$ cat config.mk
export PLATFORM = sky130hd
export DESIGN_NAME = i2c_ack_flags
export DESIGN_NICKNAME = d
export VERILOG_FILES = /design/src/common/i2c_ack_flags_pkg.sv /design/src/rtl/sync3.sv /design/src/rtl/flag_cell.sv /design/src/rtl/i2c_ack_flags.sv
export VERILOG_INCLUDE_DIRS = /design/src /design/src/common
export SDC_FILE = /design/constraint.sdc
export NUM_CORES = 1
export LEC_CHECK = 0
export CORE_MARGIN = 5
export CORE_UTILIZATION = 30
export CTS_CLUSTER_SIZE = 16
export DETAILED_ROUTE_END_ITERATION = 16
export DONT_BUFFER_PORTS = 1
export PLACE_DENSITY = 0.47
export SLEW_MARGIN = 20
export SYNTH_ARGS = -nofsm -noshare
export SYNTH_HDL_FRONTEND = slang
export SYNTH_SLANG_ARGS = --single-unit
$ cat constraint.sdc
create_clock -name hclk -period 5.1 [get_ports hclk]
set_clock_uncertainty 0.2 [all_clocks]
set_input_delay 0.765 -clock hclk [delete_from_list [all_inputs] [get_ports hclk]]
set_output_delay 0.765 -clock hclk [all_outputs]
set_load 0.1 [all_outputs]
$ cat src/common/i2c_ack_flags_defs.svh
// Register offsets, bit positions and frame counts of the acknowledge and flag block.
`ifndef I2C_ACK_FLAGS_DEFS_SVH
`define I2C_ACK_FLAGS_DEFS_SVH
`define OFS_IER      8'h00
`define OFS_SR       8'h04
`define OFS_TXH      8'h08
`define OFS_RXH      8'h0C
`define OFS_CTL      8'h10
`define OFS_IST      8'h14
`define OFS_IMSK     8'h18
`define REG_RST      8'h00
`define BIT_RST      1'h0
`define IER_STOP_EN  3
`define IER_JUDGE    2
`define IER_ACK_RX   1
`define IER_ACK_TX   0
`define CTL_TX_MODE  0
`define CTL_BUSY     1
`define CTL_SYNC     2
`define CTL_HALTED   3
`define SR_FLAG_LSB  3
`define FL_N         5
`define FL_STOP      0
`define FL_NACK      1
`define FL_RXF       2
`define FL_TXD       3
`define FL_TXE       4
`define HTRANS_ACT   1
`define CNT_ZERO     4'h0
`define CNT_ONE      4'h1
`define LAST_BIT     4'h7
`define DATA_BITS    4'h8
`define ACK_SLOT     4'h9
`endif

$ cat src/common/i2c_ack_flags_pkg.sv
// Types shared by the acknowledge and flag block.
`default_nettype none
package i2c_ack_flags_pkg;
  typedef enum logic [3:0] {
    LS_IDLE = 4'h1,
    LS_DATA = 4'h2,
    LS_ACK  = 4'h4,
    LS_HALT = 4'h8
  } link_state_type;
endpackage
`default_nettype wire

$ cat src/rtl/sync3.sv
// Three-stage synchroniser with agreement filter for a level from outside hclk.
`timescale 1ns/1ps
`default_nettype none
module sync3
#(
  parameter logic INIT = 1'h1
)
(
  input  wire logic hclk,
  input  wire logic hresetn,
  input  wire logic din,
  output var  logic dout_r
);
  logic s1_r;
  logic s2_r;
  logic s3_r;

  // The first stage is seen by the second only; stages two and three must agree.
  always_ff @(posedge hclk or negedge hresetn)
  begin
    if (!hresetn)
    begin
      s1_r   <= INIT;
      s2_r   <= INIT;
      s3_r   <= INIT;
      dout_r <= INIT;
    end
    else
    begin
      s1_r <= din;
      s2_r <= s1_r;
      s3_r <= s2_r;
      if (s2_r == s3_r)
        dout_r <= s3_r;
    end
  end
endmodule
`default_nettype wire

$ cat src/rtl/flag_cell.sv
// One status flag: hardware set, read-one-then-write-zero clear, hardware clear.
`timescale 1ns/1ps
`default_nettype none
`include "i2c_ack_flags_defs.svh"
module flag_cell
(
  input  wire logic hclk,
  input  wire logic hresetn,
  input  wire logic set_evt,
  input  wire logic hw_clr,
  input  wire logic sw_rd,
  input  wire logic sw_wr,
  input  wire logic wr_bit,
  output var  logic flag_r
);
  logic armed_r;
  logic clr;

  assign clr = hw_clr || (sw_wr && !wr_bit && armed_r);

  // A set in the same cycle as a clear wins, so no event is lost.
  always_ff @(posedge hclk or negedge hresetn)
  begin
    if (!hresetn)
      flag_r <= `BIT_RST;
    else if (set_evt)
      flag_r <= 1'h1;
    else if (clr)
      flag_r <= 1'h0;
  end

  // Only a read that returned one arms the clear; a write disarms it unless a status read comes in the same cycle.
  always_ff @(posedge hclk or negedge hresetn)
  begin
    if (!hresetn)
      armed_r <= `BIT_RST;
    else if (sw_rd)
      armed_r <= flag_r;
    else if (sw_wr || !flag_r)
      armed_r <= 1'h0;
  end
endmodule
`default_nettype wire

$ cat src/rtl/i2c_ack_flags.sv
// AHB-Lite slave with acknowledge control and transfer status flags of a two-wire link.
//
// Operation
// - Stop request only when enabled and flagged.
// - Judge off: ignore acknowledge, keep transferring.
// - Judge on and acknowledge high: halt.
// - Transmit: capture returned acknowledge, read-only.
// - Busy flag clearing clears captured acknowledge.
// - Receive: drive transmit acknowledge in slot.
// - Reset clears status register to zero.
// - Set transmit-empty on move, mode, start.
// - Transmit-empty clears by read-zero or write.
// - Ninth clock rise with empty sets end.
// - Synchronous format: last bit sets end.
// - Transmit-end clears by read-zero or write.
// - Byte into receive holding sets full.
// - Receive-full clears by read-zero or read.
// - Reset clears enable and acknowledge register.
// - Missing acknowledge while judging sets flag.
// - Stop after a frame sets stop flag.
`timescale 1ns/1ps
`default_nettype none
`include "i2c_ack_flags_defs.svh"
module i2c_ack_flags
(
  input  wire logic        hclk,
  input  wire logic        hresetn,
  input  wire logic        hsel,
  input  wire logic [31:0] haddr,
  input  wire logic [1:0]  htrans,
  input  wire logic        hwrite,
  input  wire logic [2:0]  hsize,
  input  wire logic        hready,
  input  wire logic [31:0] hwdata,
  output var  logic [31:0] hrdata,
  output var  logic        hreadyout,
  output var  logic        hresp,
  input  wire logic        scl_in,
  input  wire logic        sda_in,
  output var  logic        sda_out,
  output var  logic        sda_oe,
  output var  logic        irq,
  output var  logic        stop_irq_request
);
  i2c_ack_flags_pkg::link_state_type state_r;
  logic [7:0]       dp_addr_r;
  logic             dp_wr_r;
  logic             ap;
  logic             rd_ap;
  logic             sr_rd;
  logic             rx_rd;
  logic             wr_ier;
  logic             wr_sr;
  logic             wr_txh;
  logic             wr_ctl;
  logic             wr_ist;
  logic             wr_imsk;
  logic [7:0]       rd_byte;
  logic             stop_irq_enable_r;
  logic             judge_r;
  logic             ack_transmit_bit_r;
  logic             ack_rx_r;
  logic             tx_mode_r;
  logic             sync_r;
  logic             busy_r;
  logic             busy_nxt;
  logic             busy_fall;
  logic [7:0]       tx_hold_r;
  logic             tx_full_r;
  logic [7:0]       rx_hold_r;
  logic [7:0]       shift_r;
  logic [7:0]       load_byte;
  logic [3:0]       cnt_r;
  logic             frame_r;
  logic             scl_q;
  logic             sda_q;
  logic             scl_d;
  logic             sda_d;
  logic             scl_rise;
  logic             scl_fall;
  logic             start_det;
  logic             stop_det;
  logic             load_evt;
  logic             mv_evt;
  logic             bit_done;
  logic             ack_rise;
  logic             ack_cap;
  logic             nack_hit;
  logic             txm_rise;
  logic [`FL_N-1:0] ev;
  logic [`FL_N-1:0] hw_clr;
  logic [`FL_N-1:0] flags;
  logic [`FL_N-1:0] ist_r;
  logic [`FL_N-1:0] imsk_r;

  // Bus side: zero wait states, every access answers OKAY.
  assign ap      = hsel && hready && htrans[`HTRANS_ACT];
  assign rd_ap   = ap && !hwrite;
  assign sr_rd   = rd_ap && (haddr[7:0] == `OFS_SR);
  assign rx_rd   = rd_ap && (haddr[7:0] == `OFS_RXH);
  assign wr_ier  = dp_wr_r && (dp_addr_r == `OFS_IER);
  assign wr_sr   = dp_wr_r && (dp_addr_r == `OFS_SR);
  assign wr_txh  = dp_wr_r && (dp_addr_r == `OFS_TXH);
  assign wr_ctl  = dp_wr_r && (dp_addr_r == `OFS_CTL);
  assign wr_ist  = dp_wr_r && (dp_addr_r == `OFS_IST);
  assign wr_imsk = dp_wr_r && (dp_addr_r == `OFS_IMSK);

  always_ff @(posedge hclk or negedge hresetn)
  begin
    if (!hresetn)
    begin
      dp_wr_r   <= `BIT_RST;
      dp_addr_r <= `REG_RST;
      hreadyout <= 1'h1;
      hresp     <= `BIT_RST;
      sda_out   <= `BIT_RST;
    end
    else
    begin
      dp_wr_r   <= ap && hwrite;
      dp_addr_r <= haddr[7:0];
      hreadyout <= 1'h1;
      hresp     <= `BIT_RST;
      sda_out   <= `BIT_RST;
    end
  end

  always_comb
  begin
    rd_byte = `REG_RST;
    if (haddr[7:0] == `OFS_IER)
      rd_byte = {4'h0, stop_irq_enable_r, judge_r, ack_rx_r, ack_transmit_bit_r};
    else if (haddr[7:0] == `OFS_SR)
      rd_byte = {flags, 3'h0};
    else if (haddr[7:0] == `OFS_TXH)
      rd_byte = tx_hold_r;
    else if (haddr[7:0] == `OFS_RXH)
      rd_byte = rx_hold_r;
    else if (haddr[7:0] == `OFS_CTL)
      rd_byte = {4'h0, state_r == i2c_ack_flags_pkg::LS_HALT, sync_r, busy_r, tx_mode_r};
    else if (haddr[7:0] == `OFS_IST)
      rd_byte = {3'h0, ist_r};
    else if (haddr[7:0] == `OFS_IMSK)
      rd_byte = {3'h0, imsk_r};
  end

  // Read data is fetched at the address phase so it stands through the data phase.
  always_ff @(posedge hclk or negedge hresetn)
  begin
    if (!hresetn)
      hrdata <= 32'h0;
    else if (rd_ap)
      hrdata <= {24'h0, rd_byte};
  end

  always_ff @(posedge hclk or negedge hresetn)
  begin
    if (!hresetn)
    begin
      stop_irq_enable_r  <= `BIT_RST;
      judge_r <= `BIT_RST;
      ack_transmit_bit_r <= `BIT_RST;
    end
    else if (wr_ier)
    begin
      stop_irq_enable_r  <= hwdata[`IER_STOP_EN];
      judge_r <= hwdata[`IER_JUDGE];
      ack_transmit_bit_r <= hwdata[`IER_ACK_TX];
    end
  end

  always_ff @(posedge hclk or negedge hresetn)
  begin
    if (!hresetn)
      ack_rx_r <= `BIT_RST;
    else if (ack_cap)
      ack_rx_r <= sda_q;
    else if (busy_fall)
      ack_rx_r <= 1'h0;
  end

  // A start sets busy and a stop clears it; either beats a software write.
  always_comb
  begin
    busy_nxt = busy_r;
    if (start_det)
      busy_nxt = 1'h1;
    else if (stop_det)
      busy_nxt = 1'h0;
    else if (wr_ctl)
      busy_nxt = hwdata[`CTL_BUSY];
  end
  assign busy_fall = busy_r && !busy_nxt;
  assign txm_rise  = wr_ctl && hwdata[`CTL_TX_MODE] && !tx_mode_r;

  always_ff @(posedge hclk or negedge hresetn)
  begin
    if (!hresetn)
    begin
      busy_r    <= `BIT_RST;
      tx_mode_r <= `BIT_RST;
      sync_r    <= `BIT_RST;
    end
    else
    begin
      busy_r <= busy_nxt;
      if (wr_ctl)
      begin
        tx_mode_r <= hwdata[`CTL_TX_MODE];
        sync_r    <= hwdata[`CTL_SYNC];
      end
    end
  end

  // A fresh write beats a same-cycle move, so the new byte is never dropped.
  always_ff @(posedge hclk or negedge hresetn)
  begin
    if (!hresetn)
    begin
      tx_hold_r <= `REG_RST;
      tx_full_r <= `BIT_RST;
    end
    else if (wr_txh)
    begin
      tx_hold_r <= hwdata[7:0];
      tx_full_r <= 1'h1;
    end
    else if (mv_evt)
      tx_full_r <= 1'h0;
  end

  sync3 #(.INIT(1'h1)) u_scl (.hclk(hclk), .hresetn(hresetn), .din(scl_in), .dout_r(scl_q));
  sync3 #(.INIT(1'h1)) u_sda (.hclk(hclk), .hresetn(hresetn), .din(sda_in), .dout_r(sda_q));

  always_ff @(posedge hclk or negedge hresetn)
  begin
    if (!hresetn)
    begin
      scl_d <= 1'h1;
      sda_d <= 1'h1;
    end
    else
    begin
      scl_d <= scl_q;
      sda_d <= sda_q;
    end
  end

  assign scl_rise  = scl_q && !scl_d;
  assign scl_fall  = !scl_q && scl_d;
  assign start_det = !sync_r && scl_q && scl_d && sda_d && !sda_q;
  assign stop_det  = !sync_r && scl_q && scl_d && !sda_d && sda_q;
  assign load_evt  = scl_fall && (((state_r == i2c_ack_flags_pkg::LS_DATA) && (cnt_r == `CNT_ZERO))
                  || ((state_r == i2c_ack_flags_pkg::LS_ACK) && (cnt_r == `ACK_SLOT))
                  || ((state_r == i2c_ack_flags_pkg::LS_IDLE) && sync_r));
  assign mv_evt    = load_evt && tx_mode_r && tx_full_r;
  assign load_byte = (tx_mode_r && tx_full_r) ? tx_hold_r : shift_r;
  assign bit_done  = scl_rise && (state_r == i2c_ack_flags_pkg::LS_DATA) && (cnt_r == `LAST_BIT);
  assign ack_rise  = scl_rise && (state_r == i2c_ack_flags_pkg::LS_ACK) && (cnt_r == `DATA_BITS);
  assign ack_cap   = ack_rise && tx_mode_r;
  assign nack_hit  = ack_cap && judge_r && sda_q;

  // Without a byte waiting the old shift contents go out again; clock stretching is not done.
  always_ff @(posedge hclk or negedge hresetn)
  begin
    if (!hresetn)
    begin
      state_r <= i2c_ack_flags_pkg::LS_IDLE;
      cnt_r   <= `CNT_ZERO;
      shift_r <= `REG_RST;
      sda_oe  <= `BIT_RST;
    end
    else if (start_det)
    begin
      state_r <= i2c_ack_flags_pkg::LS_DATA;
      cnt_r   <= `CNT_ZERO;
      sda_oe  <= 1'h0;
    end
    else if (stop_det)
    begin
      state_r <= i2c_ack_flags_pkg::LS_IDLE;
      sda_oe  <= 1'h0;
    end
    else
    begin
      case (state_r)
        i2c_ack_flags_pkg::LS_IDLE:
        begin
          if (load_evt)
          begin
            state_r <= i2c_ack_flags_pkg::LS_DATA;
            cnt_r   <= `CNT_ZERO;
            shift_r <= load_byte;
            sda_oe  <= tx_mode_r && !load_byte[7];
          end
        end
        i2c_ack_flags_pkg::LS_DATA:
        begin
          if (scl_rise)
          begin
            cnt_r <= (sync_r && cnt_r == `LAST_BIT) ? `CNT_ZERO : cnt_r + `CNT_ONE;
            if (!tx_mode_r)
              shift_r <= {shift_r[6:0], sda_q};
          end
          else if (load_evt)
          begin
            shift_r <= load_byte;
            sda_oe  <= tx_mode_r && !load_byte[7];
          end
          else if (scl_fall && cnt_r == `DATA_BITS)
          begin
            state_r <= i2c_ack_flags_pkg::LS_ACK;
            sda_oe  <= !tx_mode_r && !ack_transmit_bit_r;
          end
          else if (scl_fall && tx_mode_r)
          begin
            shift_r <= {shift_r[6:0], 1'h0};
            sda_oe  <= !shift_r[6];
          end
        end
        i2c_ack_flags_pkg::LS_ACK:
        begin
          if (scl_rise)
          begin
            cnt_r <= `ACK_SLOT;
            if (nack_hit)
            begin
              state_r <= i2c_ack_flags_pkg::LS_HALT;
              sda_oe  <= 1'h0;
            end
          end
          else if (load_evt)
          begin
            state_r <= i2c_ack_flags_pkg::LS_DATA;
            cnt_r   <= `CNT_ZERO;
            shift_r <= load_byte;
            sda_oe  <= tx_mode_r && !load_byte[7];
          end
          else if (cnt_r == `DATA_BITS)
            sda_oe <= !tx_mode_r && !ack_transmit_bit_r;
        end
        i2c_ack_flags_pkg::LS_HALT:
          sda_oe <= 1'h0;
        default:
          state_r <= i2c_ack_flags_pkg::LS_IDLE;
      endcase
    end
  end

  always_ff @(posedge hclk or negedge hresetn)
  begin
    if (!hresetn)
      rx_hold_r <= `REG_RST;
    else if (bit_done && !tx_mode_r)
      rx_hold_r <= {shift_r[6:0], sda_q};
  end

  always_ff @(posedge hclk or negedge hresetn)
  begin
    if (!hresetn)
      frame_r <= `BIT_RST;
    else if (stop_det)
      frame_r <= 1'h0;
    else if (bit_done)
      frame_r <= 1'h1;
  end

  assign ev[`FL_STOP] = stop_det && frame_r;
  assign ev[`FL_NACK] = nack_hit;
  assign ev[`FL_RXF]  = bit_done && !tx_mode_r;
  assign ev[`FL_TXD]  = (ack_rise && flags[`FL_TXE]) || (bit_done && sync_r && tx_mode_r);
  assign ev[`FL_TXE]  = mv_evt || txm_rise || start_det;
  assign hw_clr[`FL_STOP] = 1'h0;
  assign hw_clr[`FL_NACK] = 1'h0;
  assign hw_clr[`FL_RXF]  = rx_rd;
  assign hw_clr[`FL_TXD]  = wr_txh;
  assign hw_clr[`FL_TXE]  = wr_txh;

  genvar gi;
  generate
    for (gi = 0; gi < `FL_N; gi = gi + 1)
    begin : g_flag
      flag_cell u_flag (
        .hclk    (hclk),
        .hresetn (hresetn),
        .set_evt (ev[gi]),
        .hw_clr  (hw_clr[gi]),
        .sw_rd   (sr_rd),
        .sw_wr   (wr_sr),
        .wr_bit  (hwdata[`SR_FLAG_LSB + gi]),
        .flag_r  (flags[gi])
      );
    end
  endgenerate

  // Event status is write-one-to-clear; a new event in the same cycle stays set.
  always_ff @(posedge hclk or negedge hresetn)
  begin
    if (!hresetn)
    begin
      ist_r            <= 5'h00;
      imsk_r           <= 5'h00;
      irq              <= `BIT_RST;
      stop_irq_request <= `BIT_RST;
    end
    else
    begin
      ist_r <= (ist_r & ~(wr_ist ? hwdata[`FL_N-1:0] : 5'h00)) | ev;
      if (wr_imsk)
        imsk_r <= hwdata[`FL_N-1:0];
      irq <= |(ist_r & imsk_r);
      stop_irq_request <= stop_irq_enable_r && flags[`FL_STOP];
    end
  end
endmodule
`default_nettype wire

### Word level (Yosys, flattened, before mapping)

Cells that the tools add are included.

* magnitude comparators: 0
* $add $sub $neg: 1
* reductions and logical operators: 116
* bitwise logic cells: 6
* equal/unequal tests: 34
* multipliers: 0
* muxes and demuxes: 74
* shifts and indexed selects: 0
* div/mod/pow operators: 0

Operators with widths (number)
* 8-bit 2-to-1 mux: 12
* 1-bit logical AND: 58
* 4-bit 2-to-1 mux: 14
* 8-bit by 5-bit == test with 1-bit output (second input constant): 6
* 1-bit 2-to-1 mux: 40
* 2-bit nonzero test: 13
* 8-bit by 4-bit == test with 1-bit output (second input constant): 3
* 8-bit one-hot mux with 3 select lines: 1
* 1-bit zero test: 21
* 5-bit 2-to-1 mux: 4
* 8-bit by 3-bit == test with 1-bit output (second input constant): 2
* 8-bit zero test: 2
* 4-bit inequality test (second input constant): 4
* 4-bit one-hot mux with 4 select lines: 1
* 1-bit logical OR: 13
* 4-bit == test (second input constant): 3
* 4-bit one-hot mux with 3 select lines: 1
* 5-bit bitwise AND: 2
* 3-bit inequality test (second input constant): 3
* 4-bit by 3-bit == test with 1-bit output (second input constant): 2
* 4-bit by 3-bit inequality test with 1-bit output (second input constant): 2
* 7-bit AND reduction: 1
* 6-bit by 4-bit inequality test with 1-bit output (second input constant): 1
* 6-bit by 5-bit inequality test with 1-bit output (second input constant): 1
* other kinds (18): 21

* flip-flop bits (word level): 91
* memories kept: 0
* input bits: 76
* memory bits (writable): 0
* bits in latches: 0
* word-level logic and storage cells: 273
* bits in read-only memories: 0

### Logic depth before layout (Yosys ltp)

Gate-level depths: netlist (run 1).

* depth in word-level cells: 12
* gate-level depth with buffers: 7
* mapped depth without buffers: 7

### Modules after synthesis

From an unflattened synthesis (run 1), not the netlist that was laid out.

* cell total of the unflattened synthesis: 485
* area, all modules: 5096.1 um2

Modules (own cells, without submodules)
* i2c_ack_flags: seq. area each 1830.5 um2, times used 1, cells an instance 440, area each 4444.3 um2
* flag_cell: seq. area each 50.0 um2, times used 5, cells an instance 7, area each 83.8 um2
* sync3: seq. area each 105.1 um2, times used 2, cells an instance 5, area each 116.4 um2

### Worst setup path after synthesis (run 1)

No wires, ideal clock.

* path kind: in2reg
* start point: input haddr[5]
* end point: register g_flag[2].u_flag.flag_r
* data arrival time: 2.254 ns
* data required time: 4.780 ns
* buffers on the path: 1
* path slack: 2.525 ns
* stages: 6
* cells stage by stage: or4_1 -> or2_2 -> clkbuf_1 -> nor3_1 -> nand3_1 -> a31o_2

* longest elaborated chain between the ends: 4

Ends and longest elaborated chain
* start: declaration: RTL line i2c_ack_flags.sv:29 `input wire logic [31:0] haddr,`
* 8-bit by 4-bit == test with 1-bit output (no source line)
* 1-bit logical AND: RTL line i2c_ack_flags.sv:100 `` assign rx_rd = rd_ap && (haddr[7:0] == `OFS_RXH); ``
* 1-bit logical OR: RTL line flag_cell.sv:19 `assign clr = hw_clr || (sw_wr && !wr_bit && armed_r);`
* 2-bit nonzero test (no source line)
* end signal: assignment: RTL line flag_cell.sv:25 `` flag_r <= `BIT_RST; ``
* end: declaration: RTL line flag_cell.sv:14 `output var logic flag_r`

No other way between the ends.
A chain may end at the register's enable or synchronous reset.

### Worst setup path after layout (run 1)

* start point: register state_r[0]
* end point: register shift_r[6]

* longest elaborated chain between the ends: 8
* elaborated cells on any way between the ends: 20

Ends and longest elaborated chain
* start: declaration: RTL line i2c_ack_flags.sv:45 `i2c_ack_flags_pkg::link_state_type state_r;`
* start signal: assignment: RTL line i2c_ack_flags.sv:268 `state_r <= i2c_ack_flags_pkg::LS_IDLE;`
* start signal: assignment: RTL line i2c_ack_flags.sv:275 `state_r <= i2c_ack_flags_pkg::LS_DATA;`
* start signal: assignment: RTL line i2c_ack_flags.sv:281 `state_r <= i2c_ack_flags_pkg::LS_IDLE;`
* 4-bit by 2-bit == test with 1-bit output or 4-bit by 3-bit == test with 1-bit output (tied branches): RTL line i2c_ack_flags.sv:253, i2c_ack_flags.sv:286, i2c_ack_flags.sv:254
* 1-bit logical AND (on tied branches): RTL line i2c_ack_flags.sv:253, i2c_ack_flags.sv:254
* 1-bit logical OR (2 in a row): RTL line i2c_ack_flags.sv:253 `` assign load_evt = scl_fall && (((state_r == i2c_ack_flags_pkg::LS_DATA) && (cnt_r == `CNT_ZERO)) ``
* 1-bit logical AND: RTL line i2c_ack_flags.sv:253
* 8-bit 2-to-1 mux (on tied branches) (2 in a row)
* 8-bit one-hot mux with 3 select lines: RTL line i2c_ack_flags.sv:286 `case (state_r)`
* end signal: assignment: RTL line i2c_ack_flags.sv:270 `` shift_r <= `REG_RST; ``
* end signal: assignment: RTL line i2c_ack_flags.sv:293 `shift_r <= load_byte;`
* end signal: assignment: RTL line i2c_ack_flags.sv:303 `shift_r <= {shift_r[6:0], sda_q};`
* end: declaration: RTL line i2c_ack_flags.sv:71 `logic [7:0] shift_r;`

Parallel ways exist; a longest one is shown, timed or not. The select of a mux whose other input is x is not followed.

==> impl_metrics.yaml, run 1 <==
outcome:
  status: "completed"
detailed_routing:
  highest_layer: "met4"
  first_pass_iters: 5
  postRouteWirelength_mm: 12.45
  ant_nets: 0
  vias: 3329
  post-route-drc-count: 0
  wl_met1_mm: 5.994
  dr_wl_met2_mm: 5.653
  met3_wirelength_um: 544
  drt-initial-drc-count: 239
  vias_per_cell: 5.075
  avgRoutedWirePerCell_um: 18.98
cts:
  numCtsBuffers: 9
  path_clk_slew_ns: 0.06
  clk_latency_ns: 0.35
  cts_resized: 0
  cts-root-buf: "clkbuf_16"
  clkSinkCount: 91
  ctsHoldBuffers: 1
  h-tree-depth: 3
  cts_tree: "yes"
  postCtsSetupBuffers: 0
  cts.path.max_buffers: 2
hold_path:
  hp-class: "primary input to asynchronous set/reset pin"
die:
  die_h_um: 136.3
  die_w_um: 136.3
  coreArea_um2: 15770
  row_count: 46
  io_pins: 114
  die_area_um2: 18570
  start_util_pct: 30.32
synthesis:
  synthDominantCellAreaShare_pct: 41.86
  ys.flop_type: "dfrtp_1"
  synth_cells: 443
  synth_area_um2: 4782
  ys_ff_latch: 91
  ys_async_sr_fraction_pct: 100.0
  syn_area_per_cell_um2: 10.79
  synth_edf_count: 0
  synth_common_cells: "dfrtp_1 (80), mux2_2 (39), nand2_1 (33)"
  yosys.area.top_type: "dfrtp_1"
  yosys.cell_types.count: 77
  yosys-top-cells-area: "dfrtp_1 (42%), mux2_2 (9.2%), dfstp_2 (6.0%)"
  seq_area_frac_synth_pct: 47.91
  yosysMostFrequentCell: "dfrtp_1"
  yosysWarnings: 0
setup_path:
  reg2regPathDepth: 5
  path_cells: "or4b_1, nor2_1, a2111oi_0, o311a_2, o22ai_1"
  cpPeakStageDelay_ns: 0.87
  path_class: "flop to flop"
  path_max_fanout: 13
  r2r_slack_ns: 2.08
  slowest_stage: "a2111oi_0"
  crit_cells: 5
  crit_required_ns: 5.11
  critPathCaptureType: "flop"
  path_buf_inv: 0
  cp_top_family: "compound AO/OA/AOI/OAI gates"
  crit_path_start_kind: "flop"
  worstPathArrival_ns: 3.02
final_layout:
  nets: 514
  multi_input_area_um2: 2223
  antenna_cells: 0
  final_util_pct: 33.03
  n_fill_cell: 1580
  layout-drive-gt1-share_pct: 20.00
  area_delta_synth_final_pct: 8.922
  regArea_um2: 2291
power:
  p_leak_nw: 2.174
  ir_drop_v: 0.0001504
  finalPower_mw: 1.851
  power_density_nw_per_um2: 355.4
global_routing:
  grt_pass1_wl_mm: 19.98
  grt_max_degree: 81
  grt-ovfl-total: 0
  antenna_found_initial: 0
  grt_use_total_pct: 14.13
  grt_pass1_vias: 3428
timing:
  worst_slew_pin_slew_ns: 0.9144
  drv_slew: 0
  period_minus_slack_ns: 3.018
  hold_viol_final: 0
  worst_slack_ns: 2.082
  rsz0062_at_grt: "no"
  setup_viol: 0
  slew_headroom_pct: 37.47
  period_share_pct: 59.17
  clock.fmax_ghz: 0.3314
  finalSetupTns_ns: 0
placement:
  dp_hpwl_mm: 8.842
  pre_cts_slack_ns: 2.153
  globalplace.congestion: 0.8178
  io_buffers: 0
run:
  drv_cap: 0
[placed cells by master, fill, tap and decap left out, drive strengths merged, types with 5 or more instances in the layout]
cell / instances
and3: 6
o22ai: 11
nand2b: 8
a21oi: 11
a21o: 5
clkbuf: 10
o21ai: 16
conb: 27
o211ai: 7
nor3: 12
nand2: 35
nand3: 17
inv: 21
nor2: 12
a22oi: 7
nor3b: 5
nor2b: 9
dfstp: 11
mux2: 39
dfrtp: 80
[metal layers]
layer  vias up  global-route usage [%]
met1      1671                   19.79
li1       1564                       -
met3        16                   2.739
met2        78                   21.46
met5         -                       0
met4         0                   5.655
[metrics by stage]
stage          hold slack [ns]  instance area (um^2)  std cells
2_1_floorplan           0.1452                  4876        468
3_3_place_gp            0.1474                  4856        639
3_5_place_dp            0.1478                  4856        639
4_1_cts                0.04039                  5209        656
5_1_grt                0.03437                  5209        656
6_report               0.05782                  5209        656
[final cells by class]
type	count	area share (%)
multi-input cells	313	42.69
clock inverters	6	1.850
repair buffers	1	0.5285
inverters	19	1.369
flip-flops and latches	91	43.98
clock buffers	10	4.396
well taps	216	5.189
[flip-flops by register name (all words and copies together) (netlist names), 4 cells and up]
register,cells
g_flag.u_flag.flag_r,5
ist_r,5
state_r,4
shift_r,8
rx_hold_r,8
hrdata,8
g_flag.u_flag.armed_r,5
dp_addr_r,8
tx_hold_r,8
cnt_r,4
imsk_r,5
[cells by family (layout without fill, tap and decap cells)]
| family | after synthesis | after routing | share of synthesized area (%) |
|---|---|---|---|
| XOR/XNOR | 4 | 4 | 0.7327 |
| multiplexers | 43 | 43 | 10.28 |
| AO/OA/AOI/OAI | 102 | 102 | 16.01 |
| buffers and inverters | 64 | 36 | 7.561 |
| other | 2 | 27 | 0.1570 |
| adder cells (fa/ha/maj) | 5 | 5 | 1.204 |
| AND/OR/NAND/NOR | 132 | 132 | 16.14 |
| flip-flops | 91 | 91 | 47.91 |
[final timing paths]
| check | startpoint | to |
|---|---|---|
| max in group asynchronous | hresetn | tx_mode_r |
| worst max register to register | state_r[0] | shift_r[6] |
| min in group hclk | u_scl.s1_r | u_scl.s2_r |
| worst min-delay path | hresetn | u_scl.s1_r |
| worst min register to register | u_scl.s1_r | u_scl.s2_r |
| worst max-delay path | state_r[0] | shift_r[6] |
[worst register-to-register path, stage by stage (launching register included)]
cell,delay (ns)
dfstp_2,0.68
or4b_1,0.36
nor2_1,0.20
a2111oi_0,0.87
o311a_2,0.46
o22ai_1,0.11
[power breakdown]
part           internal [mW]  switching [mW]  leakage [nW]
Combinational         0.0798           0.194         0.865
Sequential             0.761          0.0839          1.15
Clock                  0.436           0.297         0.155
No activity file was read; power rests on OpenSTA's default activity.
==> run 2: changes to the inputs <==
--- a/config.mk
+++ b/config.mk
@@ -6,6 +6,7 @@
 export SDC_FILE = /design/constraint.sdc
 export NUM_CORES = 1
 export LEC_CHECK = 0
+export ABC_AREA = 1
 export CORE_MARGIN = 5
 export CORE_UTILIZATION = 30
 export CTS_CLUSTER_SIZE = 16
==> constraint.sdc (replaced) <==
create_clock -name hclk -period 2.9 [get_ports hclk]
set_clock_uncertainty 0.2 [all_clocks]
set_input_delay 0.435 -clock hclk [delete_from_list [all_inputs] [get_ports hclk]]
set_output_delay 0.435 -clock hclk [all_outputs]
set_load 0.1 [all_outputs]
==> run 2 against run 1 <==
  * Largest cell class unchanged
  * Non-clock buffer count increased by 17
  * Critical path depth increased by 3
  * Routed wire length decreased by 0.27%
  * Sequential power increased by 100%
  * Critical path type unchanged
  * Critical endpoint is now rx_hold_r[1]
  * Flip-flop and latch count unchanged
  * Register-to-register slack got worse by 1.4 ns
  * Via count increased by 13%
  * Die area decreased by 1.5%
  * Hold slack got worse by 0.013 ns
  * Sequential share of layout area decreased by 0.65 points
  * Clock-buffer cell count increased by 1
  * Highest routed layer unchanged
  * Global-route usage increased by 0.11 points
==> impl_metrics.yaml, run 2 <==
synthesis:
  synth_top_family_by_area: "simple AND/OR/NAND/NOR gates"
  ys.flop_type: "dfrtp_1"
  ys_ff_latch: 91
  synth_common_cells: "nand2_1 (145), dfrtp_1 (80), inv_1 (68)"
  synthSimpleGateAreaFrac_pct: 25.25
  synth_area_um2: 4702
  synthDominantCellAreaShare_pct: 42.58
  synth_cells: 582
  yosys.cell_types.count: 41
  seq_area_frac_synth_pct: 48.72
  synth.mux.area_fraction_pct: 0
  yosys.area.top_type: "dfrtp_1"
  syn_area_per_cell_um2: 8.079
  synthAdderAreaFrac_pct: 1.224
  yosys-top-cells-area: "dfrtp_1 (43%), nand2_1 (12%), o21ai_0 (6.9%)"
  yosysWarnings: 0
  ys_async_sr_fraction_pct: 100.0
  yosysMostFrequentCell: "nand2_1"
  synth_xor_area_share_pct: 0.1863
  synth_edf_count: 0
  synth-compound-area-share_pct: 13.46
cts:
  h-tree-depth: 3
  path_clk_slew_ns: 0.07
  cts-root-buf: "clkbuf_16"
  cts_tree: "yes"
  postCtsSetupBuffers: 0
  clk_latency_ns: 0.35
  numCtsBuffers: 9
  cts.path.max_buffers: 2
  clkSinkCount: 91
placement:
  io_buffers: 0
  place_inst: 789
  place_area_um2: 4851
  pre_cts_slack_ns: 0.6502
  globalplace.congestion: 0.8924
  dp_hpwl_mm: 9.221
timing:
  worst_slew_pin_slew_ns: 0.9135
  slew_headroom_pct: 39.10
  period_share_pct: 77.15
  finalSetupTns_ns: 0
  clock.fmax_ghz: 0.4470
  whs_ns: 0.04511
  period_minus_slack_ns: 2.237
  rsz0062_at_grt: "no"
  setup_viol: 0
  worst_slack_ns: 0.6627
  drv_slew: 0
  hold_viol_final: 0
final_layout:
  fin_cells: 819
  mostFrequentLayoutCell: "nand2_1"
  antenna_cells: 0
  multi_input_area_um2: 1988
  final_util_pct: 34.52
  area_delta_synth_final_pct: 12.43
  n_fill_cell: 1636
  stdcell_area_um2: 5286
  layout-drive-gt1-share_pct: 9.704
  nets: 682
  mostFrequentLayoutCells: "nand2_1 (145), dfrtp_1 (80), inv_1 (68)"
  regArea_um2: 2291
die:
  start_util_pct: 30.70
  die_area_um2: 18280
  coreArea_um2: 15310
  io_pins: 114
  die_h_um: 135.2
  row_count: 45
  die_w_um: 135.2
setup_path:
  crit_path_start_kind: "flop"
  r2r_slack_ns: 0.66
  reg2regPathDepth: 8
  path_class: "flop to flop"
  crit_required_ns: 2.93
  cpPeakStageDelay_ns: 0.41
  r2r_end: "rx_hold_r[1]"
  r2r_start: "state_r[2]"
  path_max_fanout: 14
  path_cells: "nor2_1, nand3_1, nor2_4, nand4_1, nor2_4, inv_1, nand2_1, o21ai_1"
  path_common_cell: "nor2_4"
  slowest_stage: "dfrtp_1"
  critPathCaptureType: "flop"
  worstPathArrival_ns: 2.27
power:
  power_frac_comb_pct: 22.6
  finalPower_mw: 3.633
  p_sw_share_pct: 37.68
  p_clk_share_pct: 31.0
  p_leak_nw: 2.543
  ir_drop_v: 0.0003010
  internal_power_mw: 2.264
  p_switching_mw: 1.369
  seqPwrFrac_pct: 46.4
  power_density_nw_per_um2: 687.3
hold_path:
  holdPathStages: 2
  hold_path_end: "dp_wr_r"
  hp-class: "primary input to flop"
  hp-start: "hready"
detailed_routing:
  postRouteWirelength_mm: 12.41
  vias: 3778
  ant_nets: 0
  first_pass_iters: 6
  post-route-drc-count: 0
  avgRoutedWirePerCell_um: 15.16
  vias_per_cell: 4.613
  drt-initial-drc-count: 271
outcome:
  status: "completed"
global_routing:
  grt-ovfl-total: 0
  grt_pass1_wl_mm: 20.27
  grt_pass1_vias: 3736
  grt_use_total_pct: 14.24
  antenna_found_initial: 0
  grt_max_degree: 92
run:
  drv_cap: 0
==> run 2: cell count changes after synthesis, moves of 8 or more <==
cell,previous run,this run
a21oi_1,10,22
clkbuf_1,11,2
inv_1,19,68
mux2_2,39,0
nand2_1,33,145
nand2b_1,8,0
nand3_1,17,38
nor2_1,12,40
nor2b_1,9,0
o21ai_0,14,65
o22ai_1,11,2
==> run 2: cell type report <==
cell class	instances	share of cell area, %
flip-flops and latches	91	43.34
multi-input cells	409	37.61
inverters	74	5.254
well taps	211	4.994
clock buffers	11	4.592
repair buffers	18	3.550
clock inverters	5	0.6627
==> run 2: timing repair <==
item / in CTS / in global routing
hold buffers: 14 / 0
resized for setup: 0 / 0
hold endpoints to repair: 103 / 0
==> run 2: worst max-delay path by stage <==
stage / from / to / slack (ns)
3_5_place_dp: state_r[3] / rx_hold_r[1] / 0.65
5_1_grt: state_r[2] / rx_hold_r[1] / 0.44
3_3_place_gp: state_r[3] / rx_hold_r[1] / 0.66
4_1_cts: state_r[2] / rx_hold_r[1] / 0.64
2_1_floorplan: scl_d / shift_r[6] / 1.05
6_report: state_r[2] / rx_hold_r[1] / 0.66
==> run 2: worst max-delay path: cells and delay by family, from the launching register on <==
kind,cells,cell delay [ns]
and+or+nand+nor,6,1.27
buffers and inverters,1,0.17
AOI/OAI and AO/OA,1,0.06
DFF,1,0.41
==> run 2: power groups by stage <==
| stage | clock, mW | combinational [mW] | sequential (mW) |
|---|---|---|---|
| finish | 1.13 | 0.821 | 1.69 |
| detailed placement | 0 | 0.774 | 1.71 |
| global placement | 0 | 0.772 | 1.71 |
| floorplan | 0 | 0.688 | 1.67 |
| global route | 1.22 | 0.926 | 1.71 |
| CTS | 1.16 | 0.824 | 1.69 |
==> run 2: kinds of logic (layout without fill, tap and decap cells) <==
group	count (synthesis)	after routing
other	2	27
AOI/OAI and AO/OA	114	114
and+or+nand+nor	262	262
adders and majority gates	5	5
buffers and inverters	107	108
DFF	91	91
xor gates and xnor gates	1	1
==> run 2: per-layer routing <==
metal	GRT usage (%)	routed length, um	vias to the layer above
li1	-	-	1885
met1	19.24	5751	1780
met2	22.26	5723	95
met3	3.826	655	18
met4	4.479	282	0
met5	0	0	-
==> run 3: changes to the inputs <==
==> constraint.sdc (replaced) <==
create_clock -name hclk -period 2.2 [get_ports hclk]
set_clock_uncertainty 0.2 [all_clocks]
set_input_delay 0.33 -clock hclk [delete_from_list [all_inputs] [get_ports hclk]]
set_output_delay 0.33 -clock hclk [all_outputs]
set_load 0.1 [all_outputs]
==> run 3 against run 2 <==
  * The flow now finishes with violations (hold timing)
  * Maximum frequency grew 8.7%
  * Flip-flop and latch count is the same
  * Routed wire length grew 4.9%
  * Critical endpoint is now shift_r[1]
  * Largest power group unchanged
==> impl_metrics.yaml, run 3 (synthesized netlist as in run 2, its figures left out) <==
setup_path:
  critPathCaptureType: "flop"
  r2r_start: "state_r[0]"
  worstPathArrival_ns: 2.09
  path_class: "flop to flop"
  r2r_slack_ns: 0.14
  path_max_fanout: 7
  crit_path_start_kind: "flop"
  r2r_end: "shift_r[1]"
  reg2regPathDepth: 11
  crit_required_ns: 2.23
cts:
  path_clk_slew_ns: 0.07
  h-tree-depth: 3
  clk_latency_ns: 0.35
  numCtsBuffers: 9
  cts_tree: "yes"
  clkSinkCount: 91
  postCtsSetupBuffers: 0
  cts.path.max_buffers: 2
  cts-root-buf: "clkbuf_16"
  ctsHoldBuffers: 15
timing:
  drv_slew: 0
  hold_viol_final: 91
  period_share_pct: 93.53
  whs_ns: -0.5331
  clock.fmax_ghz: 0.4860
  worst_slack_ns: 0.1424
  finalSetupTns_ns: 0
  period_minus_slack_ns: 2.058
  setup_viol: 0
  rsz0062_at_grt: "no"
power:
  p_switching_mw: 1.854
  ir_drop_v: 0.0003548
  internal_power_mw: 3.044
  power_density_nw_per_um2: 889.2
  p_leak_nw: 2.668
  p_sw_share_pct: 37.85
  power_frac_comb_pct: 27.6
  p_clk_share_pct: 30.9
  seqPwrFrac_pct: 41.5
  finalPower_mw: 4.898
final_layout:
  mostFrequentLayoutCell: "nand2_1"
  fin_cells: 846
  mostFrequentLayoutCells: "nand2_1 (145), dfrtp_1 (80), inv_1 (68)"
  area_delta_synth_final_pct: 17.14
  layout-drive-gt1-share_pct: 14.17
  nets: 709
  antenna_cells: 0
  n_fill_cell: 1615
placement:
  place_inst: 814
  pre_cts_slack_ns: 0.1008
  io_buffers: 0
  dp_hpwl_mm: 9.699
  globalplace.congestion: 0.8731
run:
  drv_cap: 0
outcome:
  violations: "hold timing"
  status: "finished with violations"
detailed_routing:
  vias: 3955
  ant_nets: 0
  avgRoutedWirePerCell_um: 15.39
  drt-initial-drc-count: 237
  vias_per_cell: 4.675
  postRouteWirelength_mm: 13.02
  post-route-drc-count: 0
  first_pass_iters: 4
die:
  io_pins: 114
  start_util_pct: 30.70
  die_h_um: 135.2
  die_area_um2: 18280
  row_count: 45
  coreArea_um2: 15310
  die_w_um: 135.2
hold_path:
  hp-class: "primary input to asynchronous set/reset pin"
global_routing:
  grt_pass1_wl_mm: 20.80
  antenna_found_initial: 0
  grt_max_degree: 92
  grt_pass1_vias: 3840
  grt_use_total_pct: 14.65
  grt-ovfl-total: 0
==> run 3: area by class of cell <==
class / instances / area (um^2) / share of cell area [%]
Sequential cell: 91 / 2291 / 41.59
Clock buffer: 10 / 239.0 / 4.339
Timing Repair Buffer: 44 / 367.9 / 6.679
Multi-Input combinational cell: 410 / 2021 / 36.69
Clock inverter: 6 / 47.55 / 0.8632
Inverter: 74 / 277.8 / 5.043
Tap cell: 211 / 264.0 / 4.793
==> run 3: worst max-delay path by stage <==
stage | start | end | cells past startpoint
after floorplan | scl_d | shift_r[6] | 11
after global placement | state_r[0] | shift_r[1] | 9
after detailed placement | state_r[0] | shift_r[1] | 9
after CTS | state_r[0] | shift_r[1] | 9
after global routing | cnt_r[1] | shift_r[7] | 11
final | state_r[0] | shift_r[1] | 11
==> run 3: timing repair <==
action                                 CTS  global route
gates resized for setup                  0             6
endpoints found under the hold margin  106            91
setup endpoints to repair                0             9
==> run 3: critical path: stages, from the launching register on <==
cell,delay [ns]
dfstp_2,0.56
inv_2,0.06
nand2_1,0.13
nor2_4,0.07
nand2_2,0.06
inv_1,0.08
a21oi_2,0.14
nand3_2,0.15
a21oi_4,0.25
inv_2,0.11
nand2_1,0.07
nand2_1,0.05
==> run 3: metal layers <==
metal	up-vias	track usage (%)	routed length (um)
met1	1902	19.23	5965
met2	95	23.98	6327
met4	0	3.583	165
met3	14	4.123	561
li1	1944	-	-
met5	-	0	0
==> run 3: stage by stage <==
step	util [%]	cell area (um^2)
after floorplan	-	4796
after global placement	32.90	5039
after detailed placement	32.90	5039
after CTS	35.75	5475
after global routing	35.96	5508
final	35.96	5508
==> run 3: power by group through the flow <==
stage                     combinational, mW  sequential [mW]  clock [mW]
final                                  1.35             2.03        1.51
after detailed placement               1.30             2.06           0
after global routing                   1.49             2.05        1.64
after CTS                              1.32             2.03        1.55
after global placement                 1.29             2.05           0
after floorplan                       0.906             2.20           0
